File: src/shared/adcc_consts.vh
`ifndef ADCC_CONSTS_VH
`define ADCC_CONSTS_VH

// ----------------------------------------
// Register byte offsets
// ----------------------------------------
`define ADCC_OFS_CTRL0   8'h00
`define ADCC_OFS_CTRL1   8'h04
`define ADCC_OFS_RESULT  8'h08
`define ADCC_OFS_STATUS  8'h0C
`define ADCC_OFS_MASK    8'h10

// ----------------------------------------
// Field positions
// ----------------------------------------
`define ADCC_C0_EN       0
`define ADCC_C0_GO       1
`define ADCC_C0_CH_LO    2
`define ADCC_C0_CH_HI    5
`define ADCC_C1_REF_LO   0
`define ADCC_C1_REF_HI   1
`define ADCC_C1_CS_LO    4
`define ADCC_C1_CS_HI    6
`define ADCC_ST_DONE     0

// ----------------------------------------
// Reset values and codes
// ----------------------------------------
`define ADCC_RST_CH      4'h0
`define ADCC_RST_REF     2'h0
`define ADCC_RST_CS      3'h0
`define ADCC_RST_RES     8'h00
`define ADCC_CS_RC       2'h3
`define ADCC_MSB_IDX     3'h7
`define ADCC_LSB_IDX     3'h0
`define ADCC_BIT_ONE     8'h01

`endif

File: src/hdl/adcc_sync.v
`timescale 1ns/1ps
// ----------------------------------------
// Two-stage synchroniser
// ----------------------------------------
module adcc_sync #(
  parameter W = 1
) (
  input  wire         clk,
  input  wire         rstn,
  input  wire [W-1:0] d,
  output reg  [W-1:0] q
);

  reg [W-1:0] meta;

  always @(posedge clk or negedge rstn) begin
    if (!rstn) begin
      meta <= {W{1'b0}};
      q    <= {W{1'b0}};
    end else begin
      meta <= d;
      q    <= meta;
    end
  end

endmodule // adcc_sync

File: src/hdl/adcc_tad_gen.v
`timescale 1ns/1ps
`include "adcc_consts.vh"
// ----------------------------------------
// Bit period tick generator
// ----------------------------------------
module adcc_tad_gen #(
  parameter CW = 6
) (
  input  wire       clk,
  input  wire       rstn,
  input  wire       run,
  input  wire [2:0] sel,
  input  wire       rc_rise,
  output reg        tick
);

  reg  [CW-1:0] cnt;
  wire [2:0]    expo;
  wire [CW:0]   div;
  wire          is_rc;

  // Code order 000,100,001,101,010,110 gives /2../64
  assign expo  = {sel[1:0], sel[2]} + 3'h1;
  assign div   = {{CW{1'b0}}, 1'b1} << expo;
  assign is_rc = (sel[1:0] == `ADCC_CS_RC);

  always @(posedge clk or negedge rstn) begin
    if (!rstn) begin
      cnt  <= {CW{1'b0}};
      tick <= 1'b0;
    end else if (!run) begin
      cnt  <= {CW{1'b0}};
      tick <= 1'b0;
    end else if (is_rc) begin
      cnt  <= {CW{1'b0}};
      tick <= rc_rise;
    end else if ({1'b0, cnt} == div - 1'b1) begin
      cnt  <= {CW{1'b0}};
      tick <= 1'b1;
    end else begin
      cnt  <= cnt + 1'b1;
      tick <= 1'b0;
    end
  end

endmodule // adcc_tad_gen

File: src/hdl/adcc_top.v
`timescale 1ns/1ps
`include "adcc_consts.vh"
// Notes on behaviour
// - Result is 8 bits by successive approximation, stored in result register
// - One channel chosen by channel field feeds the single sample-and-hold
// - Reference field picks supply, external or fixed; negative is ground
// - Clock codes 000/100/001/101/010/110 divide by 2..64; x11 is RC
// - One bit per bit period; a conversion takes ten bit periods
// - Completion raises an interrupt able to wake from sleep
// - Divided clocks follow system clock; RC clock runs on its own
// - Writing go while enable is already set starts; go reads one while busy
// - On completion clear go, set done flag, load result
// - Clearing go mid-way stores partial result, rest copy last bit
// - Sleep with divided clock aborts and powers down, enable kept
module adcc_top (
  input  wire        clk,
  input  wire        rstn,
  input  wire        psel,
  input  wire        penable,
  input  wire        pwrite,
  input  wire [7:0]  paddr,
  input  wire [31:0] pwdata,
  output reg  [31:0] prdata,
  output reg         pready,
  output reg         pslverr,
  input  wire        cmp_in,
  input  wire        rc_clk_in,
  input  wire        sleep_in,
  output reg  [3:0]  chan_sel,
  output reg  [1:0]  ref_sel,
  output reg  [7:0]  dac_code,
  output reg         hold,
  output reg         adc_power,
  output reg         irq
);

  // ----------------------------------------
  // States
  // ----------------------------------------
  localparam [3:0] S_IDLE = 4'b0001;
  localparam [3:0] S_HOLD = 4'b0010;
  localparam [3:0] S_BITS = 4'b0100;
  localparam [3:0] S_FIN  = 4'b1000;

  // ----------------------------------------
  // Declarations
  // ----------------------------------------
  reg  [3:0] state;
  reg  [3:0] next_state;
  reg        enable;
  reg  [2:0] clk_sel;
  reg  [7:0] result;
  reg        done_flag;
  reg        done_mask;
  reg  [7:0] sar;
  reg  [2:0] bit_idx;
  reg        rc_prev;
  reg  [7:0] partial;
  reg        last_bit;
  reg  [31:0] next_rdata;
  reg        next_err;
  wire [2:0] sync_q;
  wire       cmp_s;
  wire       rc_s;
  wire       sleep_s;
  wire       rc_rise;
  wire       tick;
  wire       is_rc;
  wire       busy;
  wire       setup;
  wire       wr;
  wire       hit_c0;
  wire       hit_c1;
  wire       hit_res;
  wire       hit_st;
  wire       hit_mk;
  wire       go_set;
  wire       go_clr;
  wire       slp_abort;
  wire       finish;
  integer    i;

  // ----------------------------------------
  // Input synchronisers
  // ----------------------------------------
  adcc_sync #(
    .W (3)
  ) u_sync (
    .clk  (clk),
    .rstn (rstn),
    .d    ({sleep_in, rc_clk_in, cmp_in}),
    .q    (sync_q)
  );

  assign cmp_s   = sync_q[0];
  assign rc_s    = sync_q[1];
  assign sleep_s = sync_q[2];

  // RC edge seen only after two flops
  always @(posedge clk or negedge rstn) begin
    if (!rstn) begin
      rc_prev <= 1'b0;
    end else begin
      rc_prev <= rc_s;
    end
  end

  assign rc_rise = rc_s & ~rc_prev;

  // ----------------------------------------
  // Bit period generator
  // ----------------------------------------
  adcc_tad_gen #(
    .CW (6)
  ) u_tad (
    .clk     (clk),
    .rstn    (rstn),
    .run     (busy),
    .sel     (clk_sel),
    .rc_rise (rc_rise),
    .tick    (tick)
  );

  assign is_rc = (clk_sel[1:0] == `ADCC_CS_RC);

  // ----------------------------------------
  // Bus decode
  // ----------------------------------------
  assign setup   = psel & ~penable;
  assign wr      = psel & penable & pwrite & pready;
  assign hit_c0  = (paddr == `ADCC_OFS_CTRL0);
  assign hit_c1  = (paddr == `ADCC_OFS_CTRL1);
  assign hit_res = (paddr == `ADCC_OFS_RESULT);
  assign hit_st  = (paddr == `ADCC_OFS_STATUS);
  assign hit_mk  = (paddr == `ADCC_OFS_MASK);

  assign busy    = ~state[0];
  assign go_set  = wr & hit_c0 & pwdata[`ADCC_C0_GO]
                   & enable & ~busy;
  assign go_clr  = wr & hit_c0 & ~pwdata[`ADCC_C0_GO]
                   & busy;
  assign slp_abort = sleep_s & ~is_rc & busy;
  assign finish  = state[3] & tick;

  // ----------------------------------------
  // Read data
  // ----------------------------------------
  always @* begin
    next_rdata = 32'h00000000;
    next_err   = 1'b0;
    if (hit_c0) begin
      next_rdata[`ADCC_C0_EN] = enable;
      next_rdata[`ADCC_C0_GO] = busy;
      next_rdata[`ADCC_C0_CH_HI:`ADCC_C0_CH_LO] = chan_sel;
    end else if (hit_c1) begin
      next_rdata[`ADCC_C1_REF_HI:`ADCC_C1_REF_LO] = ref_sel;
      next_rdata[`ADCC_C1_CS_HI:`ADCC_C1_CS_LO] = clk_sel;
    end else if (hit_res) begin
      next_rdata[7:0] = result;
    end else if (hit_st) begin
      next_rdata[`ADCC_ST_DONE] = done_flag;
    end else if (hit_mk) begin
      next_rdata[`ADCC_ST_DONE] = done_mask;
    end else begin
      next_err = 1'b1;
    end
  end

  // One wait-free access phase
  always @(posedge clk or negedge rstn) begin
    if (!rstn) begin
      pready  <= 1'b0;
      pslverr <= 1'b0;
      prdata  <= 32'h00000000;
    end else begin
      pready  <= setup;
      pslverr <= setup & next_err;
      if (setup && !pwrite) begin
        prdata <= next_rdata;
      end
    end
  end

  // ----------------------------------------
  // Control registers
  // ----------------------------------------
  always @(posedge clk or negedge rstn) begin
    if (!rstn) begin
      enable    <= 1'b0;
      chan_sel  <= `ADCC_RST_CH;
      ref_sel   <= `ADCC_RST_REF;
      clk_sel   <= `ADCC_RST_CS;
      done_mask <= 1'b0;
    end else if (wr) begin
      if (hit_c0) begin
        enable   <= pwdata[`ADCC_C0_EN];
        chan_sel <= pwdata[`ADCC_C0_CH_HI:`ADCC_C0_CH_LO];
      end
      if (hit_c1) begin
        ref_sel <= pwdata[`ADCC_C1_REF_HI:`ADCC_C1_REF_LO];
        clk_sel <= pwdata[`ADCC_C1_CS_HI:`ADCC_C1_CS_LO];
      end
      if (hit_mk) begin
        done_mask <= pwdata[`ADCC_ST_DONE];
      end
    end
  end

  // ----------------------------------------
  // Conversion sequencer
  // ----------------------------------------
  always @* begin
    next_state = state;
    case (state)
      S_IDLE: begin
        if (go_set) begin
          next_state = S_HOLD;
        end
      end
      S_HOLD: begin
        if (go_clr || slp_abort || !enable) begin
          next_state = S_IDLE;
        end else if (tick) begin
          next_state = S_BITS;
        end
      end
      S_BITS: begin
        if (go_clr || slp_abort || !enable) begin
          next_state = S_IDLE;
        end else if (tick && bit_idx == `ADCC_LSB_IDX) begin
          next_state = S_FIN;
        end
      end
      S_FIN: begin
        if (go_clr || slp_abort || !enable) begin
          next_state = S_IDLE;
        end else if (tick) begin
          next_state = S_IDLE;
        end
      end
      default: begin
        next_state = S_IDLE;
      end
    endcase
  end

  always @(posedge clk or negedge rstn) begin
    if (!rstn) begin
      state <= S_IDLE;
    end else begin
      state <= next_state;
    end
  end

  // ----------------------------------------
  // Approximation register
  // ----------------------------------------
  always @(posedge clk or negedge rstn) begin
    if (!rstn) begin
      sar     <= `ADCC_RST_RES;
      bit_idx <= `ADCC_MSB_IDX;
    end else if (go_set) begin
      sar     <= `ADCC_BIT_ONE << `ADCC_MSB_IDX;
      bit_idx <= `ADCC_MSB_IDX;
    end else if (state[2] && tick) begin
      sar[bit_idx] <= cmp_s;
      if (bit_idx != `ADCC_LSB_IDX) begin
        sar[bit_idx - 3'h1] <= 1'b1;
        bit_idx <= bit_idx - 3'h1;
      end
    end
  end

  always @(posedge clk or negedge rstn) begin
    if (!rstn) begin
      dac_code <= `ADCC_RST_RES;
      hold     <= 1'b0;
    end else begin
      dac_code <= sar;
      hold     <= ~next_state[0];
    end
  end

  // ----------------------------------------
  // Partial result on early stop
  // ----------------------------------------
  always @* begin
    partial  = sar;
    last_bit = 1'b0;
    if (state[2] && bit_idx != `ADCC_MSB_IDX) begin
      last_bit = sar[bit_idx + 3'h1];
    end
    if (state[3]) begin
      partial = sar;
    end else begin
      for (i = 0; i < 8; i = i + 1) begin
        if (!state[2] || i <= bit_idx) begin
          partial[i] = last_bit;
        end
      end
    end
  end

  // ----------------------------------------
  // Result register
  // ----------------------------------------
  always @(posedge clk or negedge rstn) begin
    if (!rstn) begin
      result <= `ADCC_RST_RES;
    end else if (finish && !go_clr && !slp_abort) begin
      result <= sar;
    end else if (go_clr) begin
      result <= partial;
    end else if (wr && hit_res && !busy) begin
      result <= pwdata[7:0];
    end
  end

  // ----------------------------------------
  // Done flag and interrupt
  // ----------------------------------------
  always @(posedge clk or negedge rstn) begin
    if (!rstn) begin
      done_flag <= 1'b0;
    end else if (finish && !go_clr && !slp_abort) begin
      done_flag <= 1'b1;
    end else if (wr && hit_st && pwdata[`ADCC_ST_DONE]) begin
      done_flag <= 1'b0;
    end
  end

  always @(posedge clk or negedge rstn) begin
    if (!rstn) begin
      irq <= 1'b0;
    end else begin
      irq <= done_flag & done_mask;
    end
  end

  // ----------------------------------------
  // Converter power
  // ----------------------------------------
  always @(posedge clk or negedge rstn) begin
    if (!rstn) begin
      adc_power <= 1'b0;
    end else begin
      adc_power <= enable & ~(sleep_s & ~(is_rc & busy));
    end
  end

endmodule // adcc_top

File: config.mk
export PLATFORM = sky130hd
export DESIGN_NAME = adcc_top
export DESIGN_NICKNAME = d
export VERILOG_FILES = /design/src/hdl/adcc_sync.v /design/src/hdl/adcc_tad_gen.v /design/src/hdl/adcc_top.v
export VERILOG_INCLUDE_DIRS = /design/src /design/src/shared
export SDC_FILE = /design/constraint.sdc
export NUM_CORES = 1
export LEC_CHECK = 0
export BUFFER_PORTS_ARGS = -buffer_cell sky130_fd_sc_hd__buf_2
export CAP_MARGIN = 20
export CELL_PAD_IN_SITES_DETAIL_PLACEMENT = 1
export CELL_PAD_IN_SITES_GLOBAL_PLACEMENT = 2
export CORE_MARGIN = 5
export CORE_UTILIZATION = 30
export CTS_BUF_LIST = sky130_fd_sc_hd__clkbuf_8
export CTS_CLUSTER_SIZE = 40
export DETAILED_ROUTE_END_ITERATION = 10
export HOLD_SLACK_MARGIN = 0.02
export PLACE_DENSITY_LB_ADDON = 0.1
export SETUP_SLACK_MARGIN = 0.15
export SYNTH_ARGS = -nofsm -noshare
export SYNTH_HDL_FRONTEND = slang
export SYNTH_HIERARCHICAL = 1
export SYNTH_SLANG_ARGS = --single-unit
File: constraint.sdc
create_clock -name clk -period 3.4 [get_ports clk]
set_input_delay 0 -clock clk [delete_from_list [all_inputs] [get_ports clk]]
set_output_delay 0 -clock clk [all_outputs]
set_load 0.05 [all_outputs]
==> impl_metrics.tcl, run 1 <==
set metrics [dict create \
    status "finished, final reports clean" \
    cp_max_fo 10 \
    min_period_ns 3.03 \
    whs_ns 0.0510 \
    synth_edf_count 0 \
    fillers 1528 \
    grt_usage_pct 14.6 \
    io_pins 99 \
    tightest_slew_ns 0.920 \
    fin_crit_sh_pct 89.2 \
    setup_viol_count_final 0 \
    final_common_cell "dfrtp_1" \
    max_freq_ghz 0.330 \
    die_h_microns 126 \
    rsz0062_at_grt "no" \
    grt-ovfl-total 0 \
    numCtsBuffers 9 \
    die_x_microns 126 \
    syn_avg_cell_area_sq_um 9.70 \
    worstSetupStartpointType "flip-flop" \
    syn_to_final_growth_pct 17.5 \
    wl_per_cell_microns 17.0 \
    ys_seq_elements 70 \
    routed_wl_microns 11200 \
    cts_setup_buffers 0 \
    multi_input_area_sq_um 2030 \
    cp.arrival_ns 3.29 \
    maxCapViolCount 0 \
    tritoncts "built" \
    final_nets 534 \
    core-area_sq_um 13200 \
    io_buffers 50 \
    cp-end-kind "flip-flop" \
    drc 0 \
    path_clk_slew_ns 0.08 \
    clock_latency_ns 0.36 \
    synth-seq-area-share_pct 43.7 \
    antenna_found_initial 0 \
    cts.sinks 70 \
    grt_pass1_wl_microns 18800 \
    max-vdd-ir-drop_v 0.000210 \
    path_class "flip-flop to flip-flop" \
    first_pass_iters 5 \
    clock_skew_ns 0.0134 \
    mostFrequentLayoutCells "dfrtp_1, buf_2, nand2_1, nor2_1, conb_1" \
    cts_max_path_buffers 2 \
    setup_ws_ns 0.367 \
    dp_cells 624 \
    dieArea_sq_um 15800 \
    cts_root_buffer "clkbuf_8" \
    slew_violations 0 \
    crit_required_ns 3.65 \
    gp_congestion 0.759 \
    drive_gt1_share_pct 20.6 \
    slew_headroom_pct 38.7 \
    ant_nets 0 \
    p_leak_uw 0.00212 \
    seq_area_sq_um 1760 \
    htreeDepth 3 \
    n_antenna_cell 0 \
    yosysUniqueCellTypes 63 \
    grt_pass1_vias 3466 \
    row_count 42 \
    fin_cells 656 \
    place_ws_ns 0.285 \
    hp-class "primary input to flip-flop" \
    synth_area_sq_um 4020 \
    syn_inst 414 \
    synth_flop_cell "dfrtp_1" \
    via_per_inst 4.96 \
    yosysWarnings 6 \
    dp_hpwl_microns 8080 \
    vias 3256 \
    drt_iter0_markers 87 \
    grt_start_max_net_pins 71 \
    hold_viol 0 \
    initial_utilization_pct 30.4 \
    finalSetupTns_ns 0 \
    total_power_uw 1760 \
    powerDensity_nw_per_um2 372 \
    async_flop_share_pct 100 \
]
==> what timing repair did <==
action	4_1_cts	5_1_grt
setup endpoints to repair	0	6
hold buffers	17	0
resized for setup	0	1
endpoints found under the hold margin	88	0
==> per-stage QoR <==
step           utilization [%]  instance area (sq um)
5_1_grt                   35.8                   4720
2_1_floorplan                -                   4100
3_5_place_dp              32.8                   4330
3_3_place_gp              32.8                   4330
6_report                  35.8                   4720
4_1_cts                   35.7                   4710
==> flip-flops by register name, indices dropped and copies added, names as in the netlist, 2 cells and up <==
| register | flops |
|---|---|
| bit_idx | 3 |
| chan_sel | 4 |
| clk_sel | 3 |
| dac_code | 8 |
| prdata | 8 |
| ref_sel | 2 |
| result | 8 |
| sar | 8 |
| state | 4 |
| u_sync/meta | 3 |
| u_sync/q | 3 |
| u_tad/cnt | 6 |
==> critical path, cell delays in order (launching register included) <==
cell and delay (ns):
dfrtp_1 0.38, nand2_1 0.11, inv_1 0.07, ha_1 0.46, or3b_1 0.41, ha_1 0.31
nor3_1 0.21, a211oi_1 0.10, a2111oi_4 0.43, a41oi_2 0.23, and2_1 0.21
==> cells by family after synthesis <==
| family | Yosys count | synth area share (%) |
|---|---|---|
| other cells | 1 | 0.0934 |
| buf+inv | 56 | 8.19 |
| mux | 22 | 5.89 |
| compound gates | 86 | 15.5 |
| simple gates | 157 | 20.8 |
| fa+ha+maj | 10 | 3.12 |
| xor+xnor | 12 | 2.62 |
| flops | 70 | 43.7 |
==> cells in the mapped netlist (3+ instances only) <==
master    number  share of area, %
and4_1         3              0.65
nor4_1         4              0.62
and3_1         4              0.62
a21oi_1       17               2.1
xnor2_1        9               2.0
dfstp_2        4               2.6
o21a_1         9               1.7
nor3_1        16               2.0
inv_1         11               1.0
a22oi_1        4              0.75
buf_4         24               4.5
o211ai_1       4              0.75
mux2i_1        9               2.2
nor2_1        29               2.7
and2_1         7               1.1
o32a_1         9               2.2
and3_2         4              0.75
clkbuf_1      10              0.93
o21ai_0       15               1.9
nand2_1       40               3.7
nand3_1       18               2.2
nand4_1        4              0.62
a31oi_1        3              0.47
buf_2          5              0.62
buf_6          3              0.84
nor2b_1        6              0.93
mux2_2        13               3.6
ha_1          10               3.1
buf_1          3              0.28
nand2b_1       5              0.78
xor2_1         3              0.65
dfrtp_1       66                41
nand3b_1       4              0.75
a221oi_1       3              0.65
a211o_1        3              0.65
==> cell type report <==
type	instances	share of cell area, %
Clock buffer	9	2.63
Clock inverter	6	1.67
Inverter	11	0.875
Multi-Input combinational cell	311	43.0
Sequential cell	70	37.2
Tap cell	176	4.67
Timing Repair Buffer	73	9.92
==> power breakdown <==
group          leakage [uW]  internal (uW)  switching (uW)
clock              0.000110            403             329
sequential         0.000850            845            6.77
combinational       0.00116           40.0             133
total               0.00212           1290             469
==> per-layer routing <==
metal	wire length [microns]	track usage (%)	up-vias
met3	430	3.22	14
met4	159	4.59	0
li1	-	-	1565
met1	5330	19.7	1625
met5	0	0	-
met2	5240	23.6	52
==> path summary, 6_finish.rpt <==
check,from,end,slack [ns],cells after the start
max in group asynchronous,rstn,u_sync/meta[0]$_DFF_PN0_,2.49,2
setup reg to reg,clk_sel[0]$_DFFE_PN0P_,u_tad/cnt[1]$_DFF_PN0_,0.37,10
hold reg to reg,u_sync/meta[1]$_DFF_PN0_,u_sync/q[1]$_DFF_PN0_,0.35,0
hold / removal,paddr[2],done_flag$_DFFE_PN0P_,0.05,4
setup / recovery,clk_sel[0]$_DFFE_PN0P_,u_tad/cnt[1]$_DFF_PN0_,0.37,10
min in group asynchronous,rstn,u_tad/cnt[2]$_DFF_PN0_,0.32,2
(Power assumes the default switching activity.)
==> inputs of run 2 (changes only) <==
CORE_ASPECT_RATIO = 2   (was not set)
CTS_BUF_LIST = not set   (was sky130_fd_sc_hd__clkbuf_8)
==> run 2 against run 1 <==
Worst setup slack better by 0.16 ns. First-iteration DRC count is 21% higher. Sequential share of layout area is 0.37 points lower. Register-to-register slack better by 0.16 ns. Sequential power hardly changed.
==> impl_metrics.tcl, run 2 (synthesis results as in run 1) <==
set metrics [dict create \
    cts_root_buffer "clkbuf_16" \
    vias 3235 \
    drc 0 \
    routed_wl_microns 12000 \
    fin_crit_sh_pct 84.4 \
    hold_depth 4 \
    max_freq_ghz 0.349 \
    wl_met3_microns 383 \
    io_pins 99 \
    p_leak_uw 0.00216 \
    worstSetupStartpointType "flip-flop" \
    cts_max_path_buffers 2 \
    grt-ovfl-total 0 \
    cp-end-kind "flip-flop" \
    dieArea_sq_um 15900 \
    hold_viol 0 \
    hold_buffers 15 \
    min_to "prdata[1]$_DFFE_PN0P_" \
    min_period_ns 2.87 \
    critPathLaunch "clk_sel[2]$_DFFE_PN0P_" \
    maxCapViolCount 0 \
    r2r_setup_slack_ns 0.53 \
    slew_violations 0 \
    cp.arrival_ns 3.09 \
    grt_start_max_net_pins 71 \
    cts_setup_buffers 0 \
    io_buffers 50 \
    crit_required_ns 3.62 \
    ant_nets 0 \
    grt_pass1_wl_microns 19100 \
    fillers 1537 \
    r2r_start "clk_sel[2]$_DFFE_PN0P_" \
    mostFrequentLayoutCells "dfrtp_1, buf_2, nand2_1, nor2_1, conb_1" \
    clock_latency_ns 0.34 \
    cp_max_fo 9 \
    met1_length_microns 4350 \
    dp_hpwl_microns 9210 \
    tritoncts "built" \
    ctsResizeCount 0 \
    die_x_microns 91.8 \
    gp_congestion 0.754 \
    htreeDepth 3 \
    die_h_microns 174 \
    syn_to_final_growth_pct 18.7 \
    hp-class "primary input to flip-flop" \
    path_class "flip-flop to flip-flop" \
    r2r-end "u_tad/cnt[1]$_DFF_PN0_" \
    final_common_cell "dfrtp_1" \
    tightest_slew_ns 0.967 \
    finalSetupTns_ns 0 \
    cts.sinks 70 \
    core-area_sq_um 13100 \
    final_nets 538 \
    drive_gt1_share_pct 21.9 \
    wl_per_cell_microns 18.8 \
    n_antenna_cell 0 \
    slew_headroom_pct 35.5 \
    wl_met2_microns 7000 \
    path_clk_slew_ns 0.06 \
    grt_pass1_vias 3516 \
    worstHoldStart "pwrite" \
    numCtsBuffers 9 \
    setup_viol_count_final 0 \
    rsz0062_at_grt "no" \
    grt_usage_pct 15.5 \
    whs_ns 0.0346 \
    via_per_inst 5.08 \
    initial_utilization_pct 30.7 \
    first_pass_iters 4 \
    powerDensity_nw_per_um2 396 \
    antenna_found_initial 0 \
    status "finished, final reports clean" \
    drt_iter0_markers 105 \
    rr_worst_depth 10 \
    row_count 59 \
    top_layer_used "met4" \
    clock_skew_ns 0.00495 \
    max-vdd-ir-drop_v 0.000230 \
]
run 2: changes by cell type in the layout (fill, tap and decap cells not counted), sizes merged:
| cell | change |
|---|---|
| clkinv | +1 |
| dlygate4sd3 | -2 |
| inv | -1 |
| clkbuf | +1 |
| buf | +6 |
| bufinv | -2 |
| clkinvlp | +2 |
run 2: worst max path at each step:
stage | endpoint | slack, ns | cells past startpoint
3_3_place_gp | u_tad/cnt[4]$_DFF_PN0_ | 0.57 | 10
2_1_floorplan | u_tad/cnt[1]$_DFF_PN0_ | 0.44 | 13
4_1_cts | u_tad/cnt[1]$_DFF_PN0_ | 0.52 | 10
6_report | u_tad/cnt[1]$_DFF_PN0_ | 0.53 | 10
3_5_place_dp | u_tad/cnt[1]$_DFF_PN0_ | 0.54 | 10
5_1_grt | u_tad/cnt[4]$_DFF_PN0_ | 0.29 | 10
run 2: final cells by class:
type | instances | area (sq um) | area share [%]
Multi-Input combinational cell | 311 | 2020 | 42.3
Sequential cell | 70 | 1760 | 36.9
Timing Repair Buffer | 77 | 493 | 10.3
Clock buffer | 10 | 229 | 4.80
Tap cell | 152 | 190 | 3.99
Inverter | 11 | 41.3 | 0.866
Clock inverter | 6 | 38.8 | 0.814
run 2: routing by layer:
layer	vias to the layer above	global-route usage, %
li1	1571	-
met1	1593	15.3
met2	56	30.9
met3	15	2.61
met4	0	5.83
met5	-	0
run 2: through the flow:
stage	utilization, %	worst slack [ns]	total power (uW)	instances	cell area [sq um]
floorplan	-	0.441	994	437	4100
global route	36.5	0.288	1970	637	4770
global placement	33.3	0.567	1030	606	4350
detailed placement	33.3	0.539	1030	606	4350
CTS	36.5	0.522	1930	637	4770
finish	36.5	0.531	1890	637	4770
run 2: worst max-delay path, stage by stage, from the launching register on:
cell,delay [ns]
dfrtp_1,0.38
nand2_1,0.11
inv_1,0.07
ha_1,0.29
or3b_1,0.37
ha_1,0.31
nor3_1,0.22
a211oi_1,0.09
a2111oi_2,0.46
a41oi_2,0.24
and2_1,0.21
run 2: power by group:
group | internal (uW) | switching (uW)
Clock | 491 | 372
Combinational | 38.5 | 133
Sequential | 846 | 7.31
==> inputs of run 3 (changes only) <==
clock period = 3 ns   (was 3.4 ns; I/O delays follow)
==> run 3 against run 2 <==
Via count grew 2.0%. First-iteration DRC count increased by 7.6%. Count of clock-buffer cells in the layout grew 2. Sequential cell count did not move. Register-to-register slack got worse by 0.25 ns. Fmax increased by 5.5%. Clock skew rose by 0.0012 ns. Combinational power rose by 14%. Critical path type unchanged.
==> impl_metrics.tcl, run 3 (synthesis results as in run 1) <==
set metrics [dict create \
    status "finished, final reports clean" \
    path_clk_slew_ns 0.06 \
    tritoncts "built" \
    cpMostUsedCell "ha_4" \
    tightest_slew_ns 0.969 \
    p_leak_uw 0.00219 \
    grt_usage_pct 16.0 \
    initial_utilization_pct 30.7 \
    critPathLaunch "clk_sel[0]$_DFFE_PN0P_" \
    dieArea_sq_um 15900 \
    final_nets 536 \
    cp-end-kind "flip-flop" \
    r2r_setup_slack_ns 0.28 \
    hold_viol 0 \
    slowest_delay_ns 0.42 \
    grt-ovfl-total 0 \
    powerDensity_nw_per_um2 477 \
    whs_ns 0.0316 \
    wl_per_cell_microns 19.5 \
    drive_gt1_share_pct 22.8 \
    cpLargestDelayFamily "compound AO/OA/AOI/OAI gates" \
    path_class "flip-flop to flip-flop" \
    hp-class "primary input to flip-flop" \
    grt_pass1_wl_microns 19800 \
    endpoint "u_tad/cnt[1]$_DFF_PN0_" \
    gp_congestion 0.784 \
    syn_to_final_growth_pct 20.8 \
    dp_hpwl_microns 9290 \
    die_h_microns 174 \
    core-area_sq_um 13100 \
    cp_cell_sequence "nand2_4 > inv_4 > ha_4 > or3b_4 > ha_4 > xnor2_1 > o32a_1 > a2111oi_4 > a41oi_2 > and2_1" \
    die_x_microns 91.8 \
    n_antenna_cell 0 \
    drc 0 \
    cp_max_fo 10 \
    cts_setup_buffers 0 \
    maxCapViolCount 0 \
    max_freq_ghz 0.368 \
    numCtsBuffers 9 \
    cts_root_buffer "clkbuf_16" \
    slew_violations 0 \
    cp_slowest_cell "or3b_4" \
    cts.sinks 70 \
    final_common_cell "dfrtp_1" \
    crit_cells 10 \
    row_count 59 \
    vias 3301 \
    fin_crit_sh_pct 90.7 \
    clock_latency_ns 0.33 \
    drt_iter0_markers 113 \
    r2r-end "u_tad/cnt[1]$_DFF_PN0_" \
    max-vdd-ir-drop_v 0.000242 \
    grt_start_max_net_pins 71 \
    crit_required_ns 3.22 \
    setup_viol_count_final 0 \
    htreeDepth 3 \
    rr_worst_depth 10 \
    routed_wl_microns 12400 \
    finalSetupTns_ns 0 \
    clock_skew_ns 0.00612 \
    io_pins 99 \
    rsz0062_at_grt "no" \
    crit_buf_inv 1 \
    min_period_ns 2.72 \
    worstSetupStartpointType "flip-flop" \
    slew_headroom_pct 35.4 \
    mostFrequentLayoutCells "dfrtp_1, buf_2, nand2_1, nor2_1, conb_1" \
    antenna_found_initial 0 \
    cts_max_path_buffers 2 \
    via_per_inst 5.20 \
    r2r_start "clk_sel[0]$_DFFE_PN0P_" \
    io_buffers 50 \
    grt_pass1_vias 3486 \
    cp.arrival_ns 2.94 \
    ant_nets 0 \
    first_pass_iters 4 \
]
## run 3: per-stage QoR
stage	instance area (sq um)	utilization [%]	std cells	power, uW	worst slack, ns
4_1_cts	4830	37.0	635	2360	0.153
3_5_place_dp	4380	33.5	605	1170	0.161
3_3_place_gp	4380	33.5	605	1160	0.243
5_1_grt	4850	37.1	635	2410	0.142
2_1_floorplan	4150	-	437	1130	0.133
6_report	4850	37.1	635	2320	0.280
## run 3: cell type report
| type | instances | area, sq um |
|---|---|---|
| Fill cell | 1530 | 8210 |
| Clock inverter | 4 | 70.1 |
| Tap cell | 152 | 190 |
| Timing Repair Buffer | 75 | 475 |
| Sequential cell | 70 | 1760 |
| Multi-Input combinational cell | 311 | 2070 |
| Inverter | 11 | 43.8 |
| Clock buffer | 12 | 246 |
## run 3: worst min-delay path by stage
stage	startpoint	endpoint	slack, ns	cells after the start
floorplan	rstn	adc_power$_DFF_PN0_	-0.30	0
global placement	cmp_in	u_sync/meta[0]$_DFF_PN0_	0.11	1
detailed placement	cmp_in	u_sync/meta[0]$_DFF_PN0_	0.11	1
CTS	paddr[3]	done_flag$_DFFE_PN0P_	0.02	4
global route	paddr[4]	pslverr$_DFF_PN0_	0.05	3
finish	paddr[3]	done_flag$_DFFE_PN0P_	0.03	4
## run 3: per-layer routing
| metal | vias to the layer above | routed length [microns] | global-route usage (%) |
|---|---|---|---|
| li1 | 1562 | - | - |
| met5 | - | 0 | 0 |
| met4 | 0 | 401 | 7.20 |
| met2 | 73 | 7040 | 30.4 |
| met1 | 1640 | 4500 | 16.6 |
| met3 | 26 | 430 | 2.87 |
## run 3: what timing repair did
action	4_1_cts	5_1_grt
hold buffers	14	0
gates resized for setup	0	3
endpoints found under the setup margin	0	6
hold endpoints to repair	82	0
## run 3: report_power, final
group | switching, uW | total (uW) | internal [uW] | leakage [uW]
logic | 152 | 196 | 43.4 | 0.00118
clock network | 404 | 1150 | 748 | 0.000157
registers | 8.48 | 967 | 959 | 0.000850
## run 3: tightest hold or removal path: stages
cell	delay [ns]
buf_2	0.12
nand2_1	0.06
o21ai_0	0.08
nand2_1	0.06
